`config.mk`:
```
export PLATFORM = sky130hd
export DESIGN_NAME = dspgc_deser_end_flat
export DESIGN_NICKNAME = d
export VERILOG_FILES = /design/src/hdl/dspgc_pkg.sv /design/src/hdl/dspgc_link_if.sv /design/src/hdl/dspgc_deser_end.sv /design/src/flat_wrapper.sv
export SDC_FILE = /design/constraint.sdc
export NUM_CORES = 1
export LEC_CHECK = 0
export BUFFER_PORTS_ARGS = -buffer_cell sky130_fd_sc_hd__clkbuf_2
export CORE_ASPECT_RATIO = 0.6
export CORE_MARGIN = 4
export CORE_UTILIZATION = 55
export DETAILED_ROUTE_END_ITERATION = 8
export MAX_ROUTING_LAYER = met4
export PLACE_DENSITY = 0.76
export SETUP_SLACK_MARGIN = 0.5
export SLEW_MARGIN = 20
export SYNTH_ARGS = -nofsm -noshare
export SYNTH_HDL_FRONTEND = slang
export SYNTH_SLANG_ARGS = --single-unit
```
`constraint.sdc`:
```
create_clock -name core_clk -period 2.91 [get_ports core_clk]
set_input_delay 0 -clock core_clk [delete_from_list [all_inputs] [get_ports core_clk]]
set_output_delay 0 -clock core_clk [all_outputs]
set_load 0.1 [all_outputs]
```
`src/hdl/dspgc_pkg.sv`:
```
// shared constants, types and helpers for both ends of the link
package dspgc_pkg;
  // register offsets
  localparam logic [7:0] ADDR_OUT_STATE  = 8'h02;
  localparam logic [7:0] ADDR_GPIO0_CFG  = 8'h1D;
  localparam logic [7:0] ADDR_GPIO12_CFG = 8'h1E;
  localparam logic [7:0] ADDR_GPIO3_CFG  = 8'h1F;
  localparam logic [7:0] ADDR_BC_RATE    = 8'h23;
  localparam logic [7:0] ADDR_PORT_SEL   = 8'h34;
  localparam logic [7:0] ADDR_HS_CTL     = 8'h43;
  localparam logic [7:0] ADDR_PIN_STATE  = 8'h6E;

  // field positions and writable masks
  localparam int         OUT_EN_BIT    = 7;
  localparam int         SLEEP_SEL_BIT = 4;
  localparam int         BC_DIV_BIT    = 6;
  localparam int         BC_FAST_BIT   = 4;
  localparam logic [7:0] OUT_STATE_MASK = 8'h90;
  localparam logic [7:0] BC_RATE_MASK   = 8'h50;

  // reset values
  localparam logic [7:0]  OUT_STATE_RST = 8'h00;
  localparam logic [7:0]  BC_RATE_RST   = 8'h00;
  localparam logic [1:0]  PORT_SEL_RST  = 2'h1;
  localparam logic [2:0]  HS_MODE_RST   = 3'h0;
  localparam logic [23:0] GPIO_CFG_RST  = 24'h000000;
  localparam logic [20:0] DESER_SYNC_RST = 21'h040000;
  localparam logic [10:0] SER_SYNC_RST   = 11'h000;

  // gpio configuration nibbles
  localparam logic [3:0] NIB_FWD_OUT    = 4'h5;
  localparam logic [3:0] NIB_BC_IN      = 4'h3;
  localparam logic [3:0] NIB_LOCAL_LO   = 4'h1;
  localparam logic [3:0] NIB_LOCAL_HI   = 4'h9;
  localparam logic [3:0] SER_NIB_FWD_IN = 4'h3;
  localparam logic [3:0] SER_NIB_BC_OUT = 4'h5;

  // fast control channel modes
  localparam logic [2:0] HS_MODE_NORMAL = 3'h0;
  localparam logic [2:0] HS_MODE_FAST4  = 3'h3;
  localparam logic [2:0] HS_MODE_FAST2  = 3'h2;
  localparam logic [2:0] HS_MODE_FAST1  = 3'h1;
  localparam int HS_CNT_NORMAL = 4;
  localparam int HS_SPF_NORMAL = 1;
  localparam int HS_CNT_FAST4  = 4;
  localparam int HS_SPF_FAST4  = 6;
  localparam int HS_CNT_FAST2  = 2;
  localparam int HS_SPF_FAST2  = 10;
  localparam int HS_CNT_FAST1  = 1;
  localparam int HS_SPF_FAST1  = 15;

  // back-channel frame layout
  localparam logic [4:0] FRAME_LEN      = 5'h1D;
  localparam logic [4:0] FRAME_IRQ_POS  = 5'h00;
  localparam logic [4:0] FRAME_GPIO_POS = 5'h01;
  localparam logic [4:0] FRAME_HS_POS   = 5'h05;

  // oscillator dividers
  localparam logic [2:0] BC_DIV_SLOW = 3'h4;
  localparam logic [2:0] BC_DIV_MID  = 3'h2;
  localparam logic [2:0] BC_DIV_FAST = 3'h1;

  // timing
  localparam int CLK_PERIOD_NS = 50;
  localparam int LOCK_TIME_NS  = 2000;
  localparam int LOCK_CYC   = (LOCK_TIME_NS + CLK_PERIOD_NS - 1) / CLK_PERIOD_NS;
  localparam int LOCK_CNT_W = 6;
  localparam logic [1:0] STRAP_WAIT = 2'h3;

  typedef enum logic [5:0] {
    OS_OFF        = 6'h01,
    OS_QUIET_LOW  = 6'h02,
    OS_QUIET_Z    = 6'h04,
    OS_STATIC     = 6'h08,
    OS_LOCKED_LOW = 6'h10,
    OS_VALID      = 6'h20
  } dspgc_out_t;

  function automatic logic [3:0] dspgc_nib(input logic [23:0] cfg,
                                           input logic [1:0]  k);
    unique case (k)
      2'h0:    dspgc_nib = cfg[3:0];
      2'h1:    dspgc_nib = cfg[11:8];
      2'h2:    dspgc_nib = cfg[15:12];
      default: dspgc_nib = cfg[19:16];
    endcase
  endfunction

  function automatic logic [4:0] dspgc_hs_used(input logic [2:0] mode);
    case (mode)
      HS_MODE_NORMAL: dspgc_hs_used = 5'(HS_CNT_NORMAL * HS_SPF_NORMAL);
      HS_MODE_FAST4:  dspgc_hs_used = 5'(HS_CNT_FAST4 * HS_SPF_FAST4);
      HS_MODE_FAST2:  dspgc_hs_used = 5'(HS_CNT_FAST2 * HS_SPF_FAST2);
      HS_MODE_FAST1:  dspgc_hs_used = 5'(HS_CNT_FAST1 * HS_SPF_FAST1);
      default:        dspgc_hs_used = 5'h00;
    endcase
  endfunction

  function automatic logic [1:0] dspgc_hs_mask(input logic [2:0] mode);
    case (mode)
      HS_MODE_FAST2: dspgc_hs_mask = 2'(HS_CNT_FAST2 - 1);
      HS_MODE_FAST1: dspgc_hs_mask = 2'(HS_CNT_FAST1 - 1);
      default:       dspgc_hs_mask = 2'(HS_CNT_NORMAL - 1);
    endcase
  endfunction
endpackage

```
`src/hdl/dspgc_link_if.sv`:
```
// serial link between deserializer end and serializer end
interface dspgc_link_if;
  logic       bc_clk;
  logic       bc_frame;
  logic       bc_data;
  logic       fwd_active;
  logic       fwd_two_lane;
  logic [3:0] fwd_gpio;
  logic [3:0] fwd_hs_gpio;

  modport deser (
    output bc_clk, bc_frame, bc_data,
    input  fwd_active, fwd_two_lane, fwd_gpio, fwd_hs_gpio
  );
  modport ser (
    input  bc_clk, bc_frame, bc_data,
    output fwd_active, fwd_two_lane, fwd_gpio, fwd_hs_gpio
  );
endinterface

```
`src/hdl/dspgc_deser_end.sv`:
```
// deserializer end: registers, output states, gpio and back channel
// How it works
// - port select bits steer duplicated register access
// - duplicated read returns selected copy, port1 wins
// - duplicated write updates every selected port copy
// - power-down low tri-states every output
// - lock rises only after locking completes
// - output enable clear: drive low or float, lock pin driven once locked
// - output enable set: outputs follow lock, sleep
// - downstream interrupt level rides back channel
// - serializer holds its interrupt until status read
// - downstream holds interrupt low until source cleared
// - fast gpio works only in two-lane mode
// - port select picks standard or fast gpio
// - nibble 5 forward output, 3 back input
// - serializer mirrors nibbles: 3 input, 5 output
// - pin levels readable, pins locally drivable
// - divider select: divide four or two
// - fast bit or strap forces divide one
// - host programs slow rate for older serializers
// - normal mode: four fast gpio, one sample
// - back frame carries interrupt, gpio, fast samples
//
// The address-and-strobe port was chosen for this implementation.
module dspgc_deser_end
  import dspgc_pkg::*;
(
  input  wire logic       core_clk,
  input  wire logic       reset_n,
  dspgc_link_if.deser     link,
  input  wire logic [7:0] reg_addr,
  input  wire logic [7:0] reg_wdata,
  input  wire logic       reg_wr,
  input  wire logic       reg_rd,
  output logic      [7:0] reg_rdata,
  input  wire logic       power_down_n,
  input  wire logic       mode_strap_one,
  input  wire logic       downstream_irq_n,
  input  wire logic       pass_i,
  input  wire logic [3:0] gpio_i,
  output logic      [3:0] gpio_o,
  output logic      [3:0] gpio_oe_n,
  input  wire logic [3:0] hs_gpio_i,
  output logic      [3:0] hs_gpio_o,
  output logic      [3:0] hs_gpio_oe_n,
  output logic            lock_o,
  output logic            lock_oe_n,
  output logic            pass_o,
  output logic            pass_oe_n,
  output logic            csi_hs0_o,
  output logic            csi_oe_n
);

  // drive of one gpio pin from its nibble: {oe_n, level}
  function automatic logic [1:0] pin_drive(input logic [3:0] nib,
                                           input logic       fwd);
    case (nib)
      NIB_FWD_OUT:  pin_drive = {1'b0, fwd};
      NIB_LOCAL_LO: pin_drive = 2'h0;
      NIB_LOCAL_HI: pin_drive = 2'h1;
      default:      pin_drive = 2'h2;
    endcase
  endfunction

  logic [20:0] async_in;
  logic [20:0] meta_q;
  logic [20:0] sync_q;
  logic        pdb_s;
  logic        strap_s;
  logic        irq_s;
  logic        active_s;
  logic        two_lane_s;
  logic [3:0]  gpio_s;
  logic [3:0]  hs_s;
  logic [3:0]  fwd_gpio_s;
  logic [3:0]  fwd_hs_s;

  assign async_in = {power_down_n, mode_strap_one, downstream_irq_n,
                     link.fwd_active, link.fwd_two_lane, gpio_i,
                     hs_gpio_i, link.fwd_gpio, link.fwd_hs_gpio};

  for (genvar i = 0; i < 21; i++) begin : g_sync
    always_ff @(posedge core_clk) begin
      if (!reset_n) begin
        meta_q[i] <= DESER_SYNC_RST[i];
        sync_q[i] <= DESER_SYNC_RST[i];
      end else begin
        meta_q[i] <= async_in[i];
        sync_q[i] <= meta_q[i];
      end
    end
  end

  assign pdb_s      = sync_q[20];
  assign strap_s    = sync_q[19];
  assign irq_s      = sync_q[18];
  assign active_s   = sync_q[17];
  assign two_lane_s = sync_q[16];
  assign gpio_s     = sync_q[15:12];
  assign hs_s       = sync_q[11:8];
  assign fwd_gpio_s = sync_q[7:4];
  assign fwd_hs_s   = sync_q[3:0];

  // registers
  logic [7:0]  out_state_q;
  logic [7:0]  bc_rate_q;
  logic [1:0]  port_sel_q;
  logic [2:0]  hs_mode_q;
  logic [23:0] cfg_q [2];
  logic [1:0]  strap_wait_q;
  logic        strap_q;

  always_ff @(posedge core_clk) begin
    if (!reset_n) begin
      out_state_q <= OUT_STATE_RST;
      bc_rate_q   <= BC_RATE_RST;
      port_sel_q  <= PORT_SEL_RST;
      hs_mode_q   <= HS_MODE_RST;
    end else if (reg_wr) begin
      case (reg_addr)
        ADDR_OUT_STATE: out_state_q <= reg_wdata & OUT_STATE_MASK;
        ADDR_BC_RATE:   bc_rate_q   <= reg_wdata & BC_RATE_MASK;
        ADDR_PORT_SEL:  port_sel_q  <= reg_wdata[1:0];
        ADDR_HS_CTL:    hs_mode_q   <= reg_wdata[2:0];
        default: ;
      endcase
    end
  end

  // port 0 copy configures standard gpio, port 1 copy the fast gpio
  for (genvar p = 0; p < 2; p++) begin : g_cfg
    always_ff @(posedge core_clk) begin
      if (!reset_n) begin
        cfg_q[p] <= GPIO_CFG_RST;
      end else if (reg_wr && port_sel_q[p]) begin
        case (reg_addr)
          ADDR_GPIO0_CFG:  cfg_q[p][7:0]   <= reg_wdata;
          ADDR_GPIO12_CFG: cfg_q[p][15:8]  <= reg_wdata;
          ADDR_GPIO3_CFG:  cfg_q[p][23:16] <= reg_wdata;
          default: ;
        endcase
      end
    end
  end

  // read data stand only in the cycle after the strobe
  logic rport;
  assign rport = port_sel_q[1];

  always_ff @(posedge core_clk) begin
    if (!reset_n || !reg_rd) begin
      reg_rdata <= 8'h00;
    end else begin
      case (reg_addr)
        ADDR_OUT_STATE:  reg_rdata <= out_state_q;
        ADDR_BC_RATE:    reg_rdata <= bc_rate_q;
        ADDR_PORT_SEL:   reg_rdata <= {6'h00, port_sel_q};
        ADDR_HS_CTL:     reg_rdata <= {5'h00, hs_mode_q};
        ADDR_GPIO0_CFG:  reg_rdata <= cfg_q[rport][7:0];
        ADDR_GPIO12_CFG: reg_rdata <= cfg_q[rport][15:8];
        ADDR_GPIO3_CFG:  reg_rdata <= cfg_q[rport][23:16];
        ADDR_PIN_STATE:  reg_rdata <= {4'h0, rport ? hs_s : gpio_s};
        default:         reg_rdata <= 8'h00;
      endcase
    end
  end

  // strap is caught once, after the synchroniser has settled
  always_ff @(posedge core_clk) begin
    if (!reset_n) begin
      strap_wait_q <= 2'h0;
      strap_q      <= 1'b0;
    end else if (strap_wait_q != STRAP_WAIT) begin
      strap_wait_q <= strap_wait_q + 2'h1;
      strap_q      <= strap_s;
    end
  end

  // back-channel divider and link clock
  logic [2:0] div;
  logic [2:0] div_cnt_q;
  logic [4:0] idx_q;
  logic [4:0] idx_nxt;
  logic [4:0] slot;
  logic [1:0] gidx;
  logic [1:0] gk;
  logic       bit_val;

  always_comb begin
    if (bc_rate_q[BC_FAST_BIT] || strap_q) begin
      div = BC_DIV_FAST;
    end else if (bc_rate_q[BC_DIV_BIT]) begin
      div = BC_DIV_MID;
    end else begin
      div = BC_DIV_SLOW;
    end
  end

  assign idx_nxt = (idx_q == FRAME_LEN - 5'h01) ? FRAME_IRQ_POS
                                                 : idx_q + 5'h01;
  assign slot = idx_nxt - FRAME_HS_POS;
  assign gidx = slot[1:0] & dspgc_hs_mask(hs_mode_q);
  assign gk   = 2'(idx_nxt - FRAME_GPIO_POS);

  // content of the bit that starts at the next falling edge
  always_comb begin
    bit_val = 1'b0;
    if (idx_nxt == FRAME_IRQ_POS) begin
      bit_val = irq_s;
    end else if (idx_nxt < FRAME_HS_POS) begin
      bit_val = (dspgc_nib(cfg_q[0], gk) == NIB_BC_IN) & gpio_s[gk];
    end else if (two_lane_s && slot < dspgc_hs_used(hs_mode_q)) begin
      bit_val = (dspgc_nib(cfg_q[1], gidx) == NIB_BC_IN) & hs_s[gidx];
    end
  end

  always_ff @(posedge core_clk) begin
    if (!reset_n || !pdb_s) begin
      div_cnt_q     <= 3'h0;
      link.bc_clk   <= 1'b0;
      link.bc_frame <= 1'b0;
      link.bc_data  <= 1'b0;
      idx_q         <= FRAME_LEN - 5'h01;
    end else if (div_cnt_q >= div - 3'h1) begin
      div_cnt_q   <= 3'h0;
      link.bc_clk <= !link.bc_clk;
      if (link.bc_clk) begin
        // data change on the falling edge, sampled on the rising one
        idx_q         <= idx_nxt;
        link.bc_data  <= bit_val;
        link.bc_frame <= (idx_nxt == FRAME_IRQ_POS);
      end
    end else begin
      div_cnt_q <= div_cnt_q + 3'h1;
    end
  end

  // lock sequence
  logic [LOCK_CNT_W-1:0] lock_cnt_q;
  logic                  locked_q;

  always_ff @(posedge core_clk) begin
    if (!reset_n || !pdb_s || !active_s) begin
      lock_cnt_q <= '0;
      locked_q   <= 1'b0;
    end else if (lock_cnt_q == LOCK_CNT_W'(LOCK_CYC - 1)) begin
      locked_q <= 1'b1;
    end else begin
      lock_cnt_q <= lock_cnt_q + 1'b1;
    end
  end

  // output state
  dspgc_out_t state;
  logic       sleep;
  assign sleep = out_state_q[SLEEP_SEL_BIT];

  always_comb begin
    if (!pdb_s) begin
      state = OS_OFF;
    end else if (!out_state_q[OUT_EN_BIT]) begin
      state = sleep ? OS_QUIET_Z : OS_QUIET_LOW;
    end else if (!locked_q) begin
      state = OS_STATIC;
    end else begin
      state = sleep ? OS_VALID : OS_LOCKED_LOW;
    end
  end

  always_ff @(posedge core_clk) begin
    if (!reset_n) begin
      lock_o       <= 1'b0;
      lock_oe_n    <= 1'b1;
      pass_o       <= 1'b0;
      pass_oe_n    <= 1'b1;
      gpio_o       <= 4'h0;
      gpio_oe_n    <= 4'hF;
      hs_gpio_o    <= 4'h0;
      hs_gpio_oe_n <= 4'hF;
      csi_hs0_o    <= 1'b0;
      csi_oe_n     <= 1'b1;
    end else begin
      // default: lock pin shows locked_q, everything else driven low, lanes at HS-0
      lock_o       <= locked_q;
      lock_oe_n    <= 1'b0;
      pass_o       <= 1'b0;
      pass_oe_n    <= 1'b0;
      gpio_o       <= 4'h0;
      gpio_oe_n    <= 4'h0;
      hs_gpio_o    <= 4'h0;
      hs_gpio_oe_n <= 4'h0;
      csi_hs0_o    <= 1'b1;
      csi_oe_n     <= 1'b0;
      unique case (state)
        OS_OFF: begin
          lock_o       <= 1'b0;
          lock_oe_n    <= 1'b1;
          pass_oe_n    <= 1'b1;
          gpio_oe_n    <= 4'hF;
          hs_gpio_oe_n <= 4'hF;
          csi_hs0_o    <= 1'b0;
          csi_oe_n     <= 1'b1;
        end
        OS_QUIET_LOW: begin
          lock_oe_n <= !locked_q;
        end
        OS_QUIET_Z: begin
          lock_oe_n    <= !locked_q;
          pass_oe_n    <= 1'b1;
          gpio_oe_n    <= 4'hF;
          hs_gpio_oe_n <= 4'hF;
          csi_hs0_o    <= 1'b0;
          csi_oe_n     <= 1'b1;
        end
        OS_STATIC: begin
          if (sleep) begin
            pass_o <= pass_o;
          end
        end
        OS_LOCKED_LOW: begin
        end
        OS_VALID: begin
          pass_o    <= pass_i;
          csi_hs0_o <= 1'b0;
          for (int k = 0; k < 4; k++) begin
            {gpio_oe_n[k], gpio_o[k]} <=
              pin_drive(dspgc_nib(cfg_q[0], 2'(k)), fwd_gpio_s[k]);
            // fast pins float in single-lane mode
            {hs_gpio_oe_n[k], hs_gpio_o[k]} <= two_lane_s ?
              pin_drive(dspgc_nib(cfg_q[1], 2'(k)), fwd_hs_s[k]) : 2'h2;
          end
        end
      endcase
    end
  end

endmodule

```
`src/flat_wrapper.sv`:
```
// flat-port wrapper written by rule: the top's interface ports become plain ports
module dspgc_deser_end_flat import dspgc_pkg::*;
  (core_clk, reset_n, reg_addr, reg_wdata, reg_wr, reg_rd, reg_rdata, power_down_n, mode_strap_one, downstream_irq_n, pass_i, gpio_i, gpio_o, gpio_oe_n, hs_gpio_i, hs_gpio_o, hs_gpio_oe_n, lock_o, lock_oe_n, pass_o, pass_oe_n, csi_hs0_o, csi_oe_n, link_bc_clk, link_bc_frame, link_bc_data, link_fwd_active, link_fwd_two_lane, link_fwd_gpio, link_fwd_hs_gpio);
  dspgc_link_if link_i ();
  input  wire logic core_clk;
  input  wire logic reset_n;
  input  wire logic [7:0] reg_addr;
  input  wire logic [7:0] reg_wdata;
  input  wire logic reg_wr;
  input  wire logic reg_rd;
  output logic      [7:0] reg_rdata;
  input  wire logic power_down_n;
  input  wire logic mode_strap_one;
  input  wire logic downstream_irq_n;
  input  wire logic pass_i;
  input  wire logic [3:0] gpio_i;
  output logic      [3:0] gpio_o;
  output logic      [3:0] gpio_oe_n;
  input  wire logic [3:0] hs_gpio_i;
  output logic      [3:0] hs_gpio_o;
  output logic      [3:0] hs_gpio_oe_n;
  output logic lock_o;
  output logic lock_oe_n;
  output logic pass_o;
  output logic pass_oe_n;
  output logic csi_hs0_o;
  output logic csi_oe_n;
  output wire logic [$bits(link_i.bc_clk)-1:0] link_bc_clk;
  output wire logic [$bits(link_i.bc_frame)-1:0] link_bc_frame;
  output wire logic [$bits(link_i.bc_data)-1:0] link_bc_data;
  input wire logic [$bits(link_i.fwd_active)-1:0] link_fwd_active;
  input wire logic [$bits(link_i.fwd_two_lane)-1:0] link_fwd_two_lane;
  input wire logic [$bits(link_i.fwd_gpio)-1:0] link_fwd_gpio;
  input wire logic [$bits(link_i.fwd_hs_gpio)-1:0] link_fwd_hs_gpio;
  assign link_bc_clk = link_i.bc_clk;
  assign link_bc_frame = link_i.bc_frame;
  assign link_bc_data = link_i.bc_data;
  assign link_i.fwd_active = link_fwd_active;
  assign link_i.fwd_two_lane = link_fwd_two_lane;
  assign link_i.fwd_gpio = link_fwd_gpio;
  assign link_i.fwd_hs_gpio = link_fwd_hs_gpio;
  dspgc_deser_end u_core (.core_clk(core_clk), .reset_n(reset_n), .link(link_i), .reg_addr(reg_addr), .reg_wdata(reg_wdata), .reg_wr(reg_wr), .reg_rd(reg_rd), .reg_rdata(reg_rdata), .power_down_n(power_down_n), .mode_strap_one(mode_strap_one), .downstream_irq_n(downstream_irq_n), .pass_i(pass_i), .gpio_i(gpio_i), .gpio_o(gpio_o), .gpio_oe_n(gpio_oe_n), .hs_gpio_i(hs_gpio_i), .hs_gpio_o(hs_gpio_o), .hs_gpio_oe_n(hs_gpio_oe_n), .lock_o(lock_o), .lock_oe_n(lock_oe_n), .pass_o(pass_o), .pass_oe_n(pass_oe_n), .csi_hs0_o(csi_hs0_o), .csi_oe_n(csi_oe_n));
endmodule
```
==> results of run 1 <==
-- tightest hold or removal path: stages --
cell and delay (ns):
clkbuf_2 0.20, mux2i_1 0.11, nor2b_1 0.10
-- report_power, final --
part           total (mW)  internal (mW)  switching [mW]  leakage (nW)
clock network        2.15           1.22           0.930         0.286
logic               0.263          0.113           0.150          1.53
registers            2.26           2.22          0.0464          1.33
-- cells in the final DEF (no fill, tap or decap), drive strengths merged, types with 15 or more instances in the layout --
master	Yosys	final
inv	17	24
mux2i	26	26
clkbuf	15	92
and2	93	93
nor2b	15	15
buf	10	15
mux2	17	17
a21oi	38	38
nand2b	16	16
o21ai	20	20
nor2	45	45
edfxtp	48	48
nor3	22	22
ha	16	16
dlygate4sd3	0	31
dfxtp	102	102
nand2	38	38
-- final cells by class --
type	count	area (um2)	area share
clock buffer	18	429	0.0523
timing repair buffer	120	793	0.0967
tap	160	200	0.0244
clock inverter	14	160	0.0195
sequential	150	3490	0.426
inverter	17	63.8	0.00778
antenna	1	2.50	0.000305
multi-input combinational	447	3060	0.373
-- final timing paths --
kind	startpoint	cells past startpoint	end	slack [ns]
hold / removal	reg_wdata[2]	3	u_core.hs_mode_q[2]	0.03
hold reg to reg	u_core.meta_q[18]	1	u_core.irq_s	0.41
setup / recovery	u_core.idx_q[0]	11	u_core.link.bc_data	0.51
setup reg to reg	u_core.idx_q[0]	11	u_core.link.bc_data	0.51
-- state kept, by name, summed over array words and instances (netlist names), 2 cells and up, named ones only --
register             count
u_core.hs_gpio_oe_n      4
u_core.lock_cnt_q        6
u_core.strap_wait_q      2
u_core.fwd_hs_s          4
u_core.hs_mode_q         3
u_core.hs_gpio_o         4
u_core.div_cnt_q         3
u_core.fwd_gpio_s        4
u_core.meta_q           21
u_core.bc_rate_q         2
u_core.gpio_o            4
u_core.reg_rdata         8
u_core.idx_q             5
u_core.cfg_q            48
u_core.hs_s              4
u_core.port_sel_q        2
u_core.out_state_q       2
u_core.gpio_oe_n         4
u_core.gpio_s            4
-- what timing repair did --
| item | in CTS | in global routing |
|---|---|---|
| endpoints found under the hold margin | 43 | 0 |
| setup endpoints to repair | 1 | 2 |
| pin swaps | 3 | 5 |
| gates resized for setup | 8 | 13 |
| buffers inserted | 3 | 0 |
| hold buffers | 31 | 0 |
| gates cloned | 0 | 0 |
-- per-layer routing --
| metal | vias up | part of all wire | global-route usage |
|---|---|---|---|
| li1 | 2491 | - | - |
| met1 | 2567 | 0.45 | 0.400 |
| met2 | 318 | 0.41 | 0.363 |
| met3 | 23 | 0.13 | 0.0910 |
| met4 | 0 | 0.010 | 0.0830 |
| met5 | - | 0 | - |
-- kinds of logic after synthesis --
| group | Yosys count | share of synthesized area |
|---|---|---|
| flops | 150 | 0.524 |
| xor+xnor | 10 | 0.0132 |
| mux | 44 | 0.0713 |
| compound gates | 105 | 0.101 |
| fa+ha+maj | 16 | 0.0301 |
| simple gates | 272 | 0.231 |
| buf+inv | 42 | 0.0290 |
==> flow_summary.json, run 1 <==
{
  "status": "completed",
  "fin_cells": 927,
  "wire_per_inst_um": 19.6,
  "final_cell_area_um2": 8200,
  "first_iter_violations": 611,
  "cpLargestDelayFamily": "compound AO/OA/AOI/OAI gates",
  "port_buffers": 74,
  "antenna_found_initial": 0,
  "finalPower_mw": 4.67,
  "gp_congestion": 0.950,
  "hpwl_mm": 13.1,
  "grt_use_total": 0.276,
  "relSlewSlack": 0.597,
  "cts_root_buf": "clkbuf_16",
  "crit_top_cell": "inv_2",
  "syn_nets": 697,
  "crit_path_cell_trace": "inv_2 > ha_4 > a41o_4 > inv_2 > ha_2 > o21ai_2 > nand4b_1 > or3_4 > a221oi_2 > a31oi_1 > o22ai_1",
  "synth_edf_count": 48,
  "post-route-period-util": 0.823,
  "rsz0062_at_grt": "yes",
  "yosysWarnings": 0,
  "fillers": 870,
  "fin_util": 0.709,
  "syn_inst": 639,
  "netlist_area_um2": 6650,
  "num_rows": 30,
  "num_vias": 5399,
  "ys_seq_area_frac": 0.524,
  "clkTransAtPathRegs_ns": 0.07,
  "first_pass_iters": 7,
  "synth_common_cells": "dfxtp_1 (102), and2_1 (92), edfxtp_1 (48)",
  "die-area_um2": 14000,
  "maxCapViolCount": 0,
  "syn-mean-instance-area_um2": 10.4,
  "drive_above_1_share": 0.218,
  "fin_skew_ns": 0.0103,
  "synth_top_cell_area_share": 0.307,
  "hold_viol_final": 0,
  "cp_num_buf_inv": 2,
  "crit_path_end_kind": "register",
  "grt_pass1_wl_mm": 28.1,
  "crit_fanout": 9,
  "viasPerCell": 5.82,
  "cp-start-kind": "register",
  "slew_violations": 0,
  "hp-class": "in -> reg",
  "worstMarginPinSlew_ns": 0.605,
  "crit_slowest_cell": "or3_4",
  "overflow": 0,
  "slowest_delay_ns": 0.43,
  "io_pins": 75,
  "drt-total-wl_mm": 18.1,
  "cts_buffers": 17,
  "cts_buffer_depth": 2,
  "synth.most_common_cell": "dfxtp_1",
  "antenna_left": 0,
  "setup_viol": 0,
  "initial_utilization": 0.575,
  "nets": 811,
  "synth_cell_types": 62,
  "die_x_um": 150,
  "grt_pass1_vias": 5132,
  "p_per_area_nw_per_um2": 570,
  "worst_hold_slack_ns": 0.0348,
  "ys_ff_latch": 150,
  "insertion_delay_ns": 0.42,
  "required_ns": 3.26,
  "drc_errors": 0,
  "place_area_um2": 7190,
  "synth_flop_cell": "dfxtp_1",
  "syn_to_final_growth_pct": 23.4,
  "grt_max_degree": 38,
  "layout_setup_ws_ns": 0.515,
  "yosys.area.top_type": "dfxtp_1",
  "cts_tree": "yes",
  "power.leakage_nw": 3.14,
  "ys_async_sr_fraction": 0,
  "crit_type": "reg -> reg",
  "dp_slack_ns": 0.195,
  "fmax_ghz": 0.417,
  "worstPathArrival_ns": 2.74,
  "clock-sinks": 150,
  "dpl.cell_count": 860,
  "tns_ns": 0,
  "irDropWorstVdd_mv": 0.471,
  "ctsHtreeMaxLevel": 4,
  "period_minus_slack_ns": 2.40,
  "fp.dieH_um": 93.2,
  "fp.coreArea_um2": 11600,
  "synth_area_leaders": "dfxtp_1 (31%), edfxtp_1 (22%), and2_1 (8.7%)"
}
Note: power is estimated with default switching activity, not from simulation.
==> run 2: changes to the inputs <==
==> constraint.sdc (replaced) <==
create_clock -name core_clk -period 2.5 [get_ports core_clk]
set_input_delay 0 -clock core_clk [delete_from_list [all_inputs] [get_ports core_clk]]
set_output_delay 0 -clock core_clk [all_outputs]
set_load 0.1 [all_outputs]
==> flow_summary.json, run 2 (same netlist as run 1, synthesis figures left out) <==
{
  "status": "completed",
  "timing.rr.start": "u_core.idx_q[0]",
  "worstMarginPinSlew_ns": 0.624,
  "maxCapViolCount": 0,
  "regMostFlops": "u_core.cfg_q",
  "crit_top_cell": "ha_1",
  "required_ns": 2.83,
  "whs_endpoint": "u_core.out_state_q[4]",
  "cp-start-kind": "register",
  "final_cell_mix": "dfxtp_1 (98), and2_1 (92), clkbuf_2 (74)",
  "fmax_ghz": 0.430,
  "place_area_um2": 7300,
  "cts_buffer_depth": 2,
  "final_common_cell": "dfxtp_1",
  "drt-total-wl_mm": 18.3,
  "fp.coreArea_um2": 11600,
  "fp.dieH_um": 93.2,
  "io_pins": 75,
  "ctsHtreeMaxLevel": 4,
  "largest_register_ffs": 48,
  "grt_max_degree": 36,
  "rrSetupSlack_ns": 0.18,
  "antenna_left": 0,
  "crit-reg2reg-capture": "u_core.link.bc_data",
  "hold_viol_final": 0,
  "hp-class": "in -> reg",
  "insertion_delay_ns": 0.42,
  "power.leakage_nw": 3.20,
  "irDropWorstVdd_mv": 0.407,
  "crit_path_cell_trace": "ha_1 > nor2b_2 > a21oi_4 > buf_4 > o32ai_2 > a21oi_2 > ha_1 > o211ai_1 > nand4_1 > o22ai_1",
  "fin_skew_ns": 0.00749,
  "hpwl_mm": 13.2,
  "final_cell_area_um2": 8330,
  "syn_to_final_growth_pct": 25.4,
  "relSlewSlack": 0.583,
  "period_minus_slack_ns": 2.32,
  "grt_pass1_vias": 5086,
  "diodes": 0,
  "crit_path_end_kind": "register",
  "fin_util": 0.721,
  "first_iter_violations": 697,
  "rsz0062_at_grt": "yes",
  "worstPathArrival_ns": 2.66,
  "slowest_delay_ns": 0.36,
  "r2r.worst_path.cells": 10,
  "cts_root_buf": "clkbuf_16",
  "p_per_area_nw_per_um2": 635,
  "crit_fanout": 4,
  "whs_path_depth": 3,
  "num_vias": 5454,
  "num_rows": 30,
  "tns_ns": 0,
  "initial_utilization": 0.575,
  "setup_viol": 0,
  "die_x_um": 150,
  "nets": 817,
  "first_pass_iters": 7,
  "post-route-period-util": 0.929,
  "crit_slowest_cell": "dfxtp_4",
  "overflow": 0,
  "gp_congestion": 0.964,
  "cts_tree": "yes",
  "cts_buffers": 17,
  "antenna_found_initial": 0,
  "drc_errors": 0,
  "fillers": 854,
  "worstHoldStart": "reg_wdata[4]",
  "clock-sinks": 150,
  "slew_violations": 0,
  "grt_use_total": 0.279,
  "wire_per_inst_um": 19.7,
  "drive_above_1_share": 0.247,
  "die-area_um2": 14000,
  "grt_pass1_wl_mm": 28.7,
  "port_buffers": 74,
  "viasPerCell": 5.85,
  "clkTransAtPathRegs_ns": 0.06,
  "top_regs": "u_core.cfg_q: 48 flops, u_core.meta_q: 21 flops, u_core.reg_rdata: 8 flops",
  "crit_type": "reg -> reg"
}
[run 2: cell types whose count changed in the layout (fill, tap and decap cells not counted), moves of 3 or more]
cell / before / now
buf_4: 15 / 23
clkinv_2: 0 / 3
clkinvlp_4: 1 / 4
dlygate4sd3_1: 31 / 28
inv_2: 4 / 1
[run 2: stage by stage]
step	cells	hold slack [ns]	worst slack (ns)	power, mW
after global placement	863	0.189	0.189	2.94
after floorplan	639	0.101	0.433	2.82
after CTS	927	0.00190	0.190	5.30
final	932	0.00842	0.177	5.29
after global routing	932	0.0282	0.0743	5.45
after detailed placement	863	0.189	0.0871	2.95
[run 2: metal layers]
| metal | vias up | wire (um) | GRT usage |
|---|---|---|---|
| met4 | 0 | 188 | 0.0632 |
| met1 | 2605 | 8290 | 0.408 |
| met3 | 24 | 2190 | 0.0901 |
| met2 | 322 | 7650 | 0.375 |
| met5 | - | 0 | - |
| li1 | 2503 | - | - |
[run 2: cell type report]
type | instances | area (um2) | share of cell area
Clock buffer | 18 | 429 | 0.0515
Clock inverter | 14 | 123 | 0.0147
Inverter | 17 | 77.6 | 0.00931
Multi-Input combinational cell | 447 | 3170 | 0.381
Sequential cell | 150 | 3490 | 0.419
Tap cell | 160 | 200 | 0.0240
Timing Repair Buffer | 126 | 835 | 0.100
[run 2: report_power, final]
group	internal (mW)	switching, mW
Clock	1.30	1.05
Sequential	2.58	0.0523
Combinational	0.131	0.173
[run 2: repair_timing]
action,CTS,global route
setup endpoints to repair,5,22
pin swaps,4,9
setup buffers,4,5
cloned,0,0
resized for setup,9,18
endpoints found under the hold margin,42,0
hold buffers,28,0
[run 2: worst max-delay path: cells and delay by family (launching register included)]
kind / cells / cell delay, ns
flops: 1 / 0.36
fa+ha+maj: 2 / 0.57
simple gates: 2 / 0.32
compound gates: 5 / 0.84
buf+inv: 1 / 0.14
[run 2: worst max path at each step]
stage,startpoint,end,cells past startpoint
floorplan,u_core.idx_q[0],u_core.link.bc_data,11
global placement,u_core.idx_q[1],u_core.link.bc_data,11
detailed placement,u_core.idx_q[0],u_core.link.bc_data,11
CTS,u_core.idx_q[0],u_core.link.bc_data,11
global route,u_core.idx_q[0],u_core.link.bc_data,12
finish,u_core.idx_q[0],u_core.link.bc_data,10
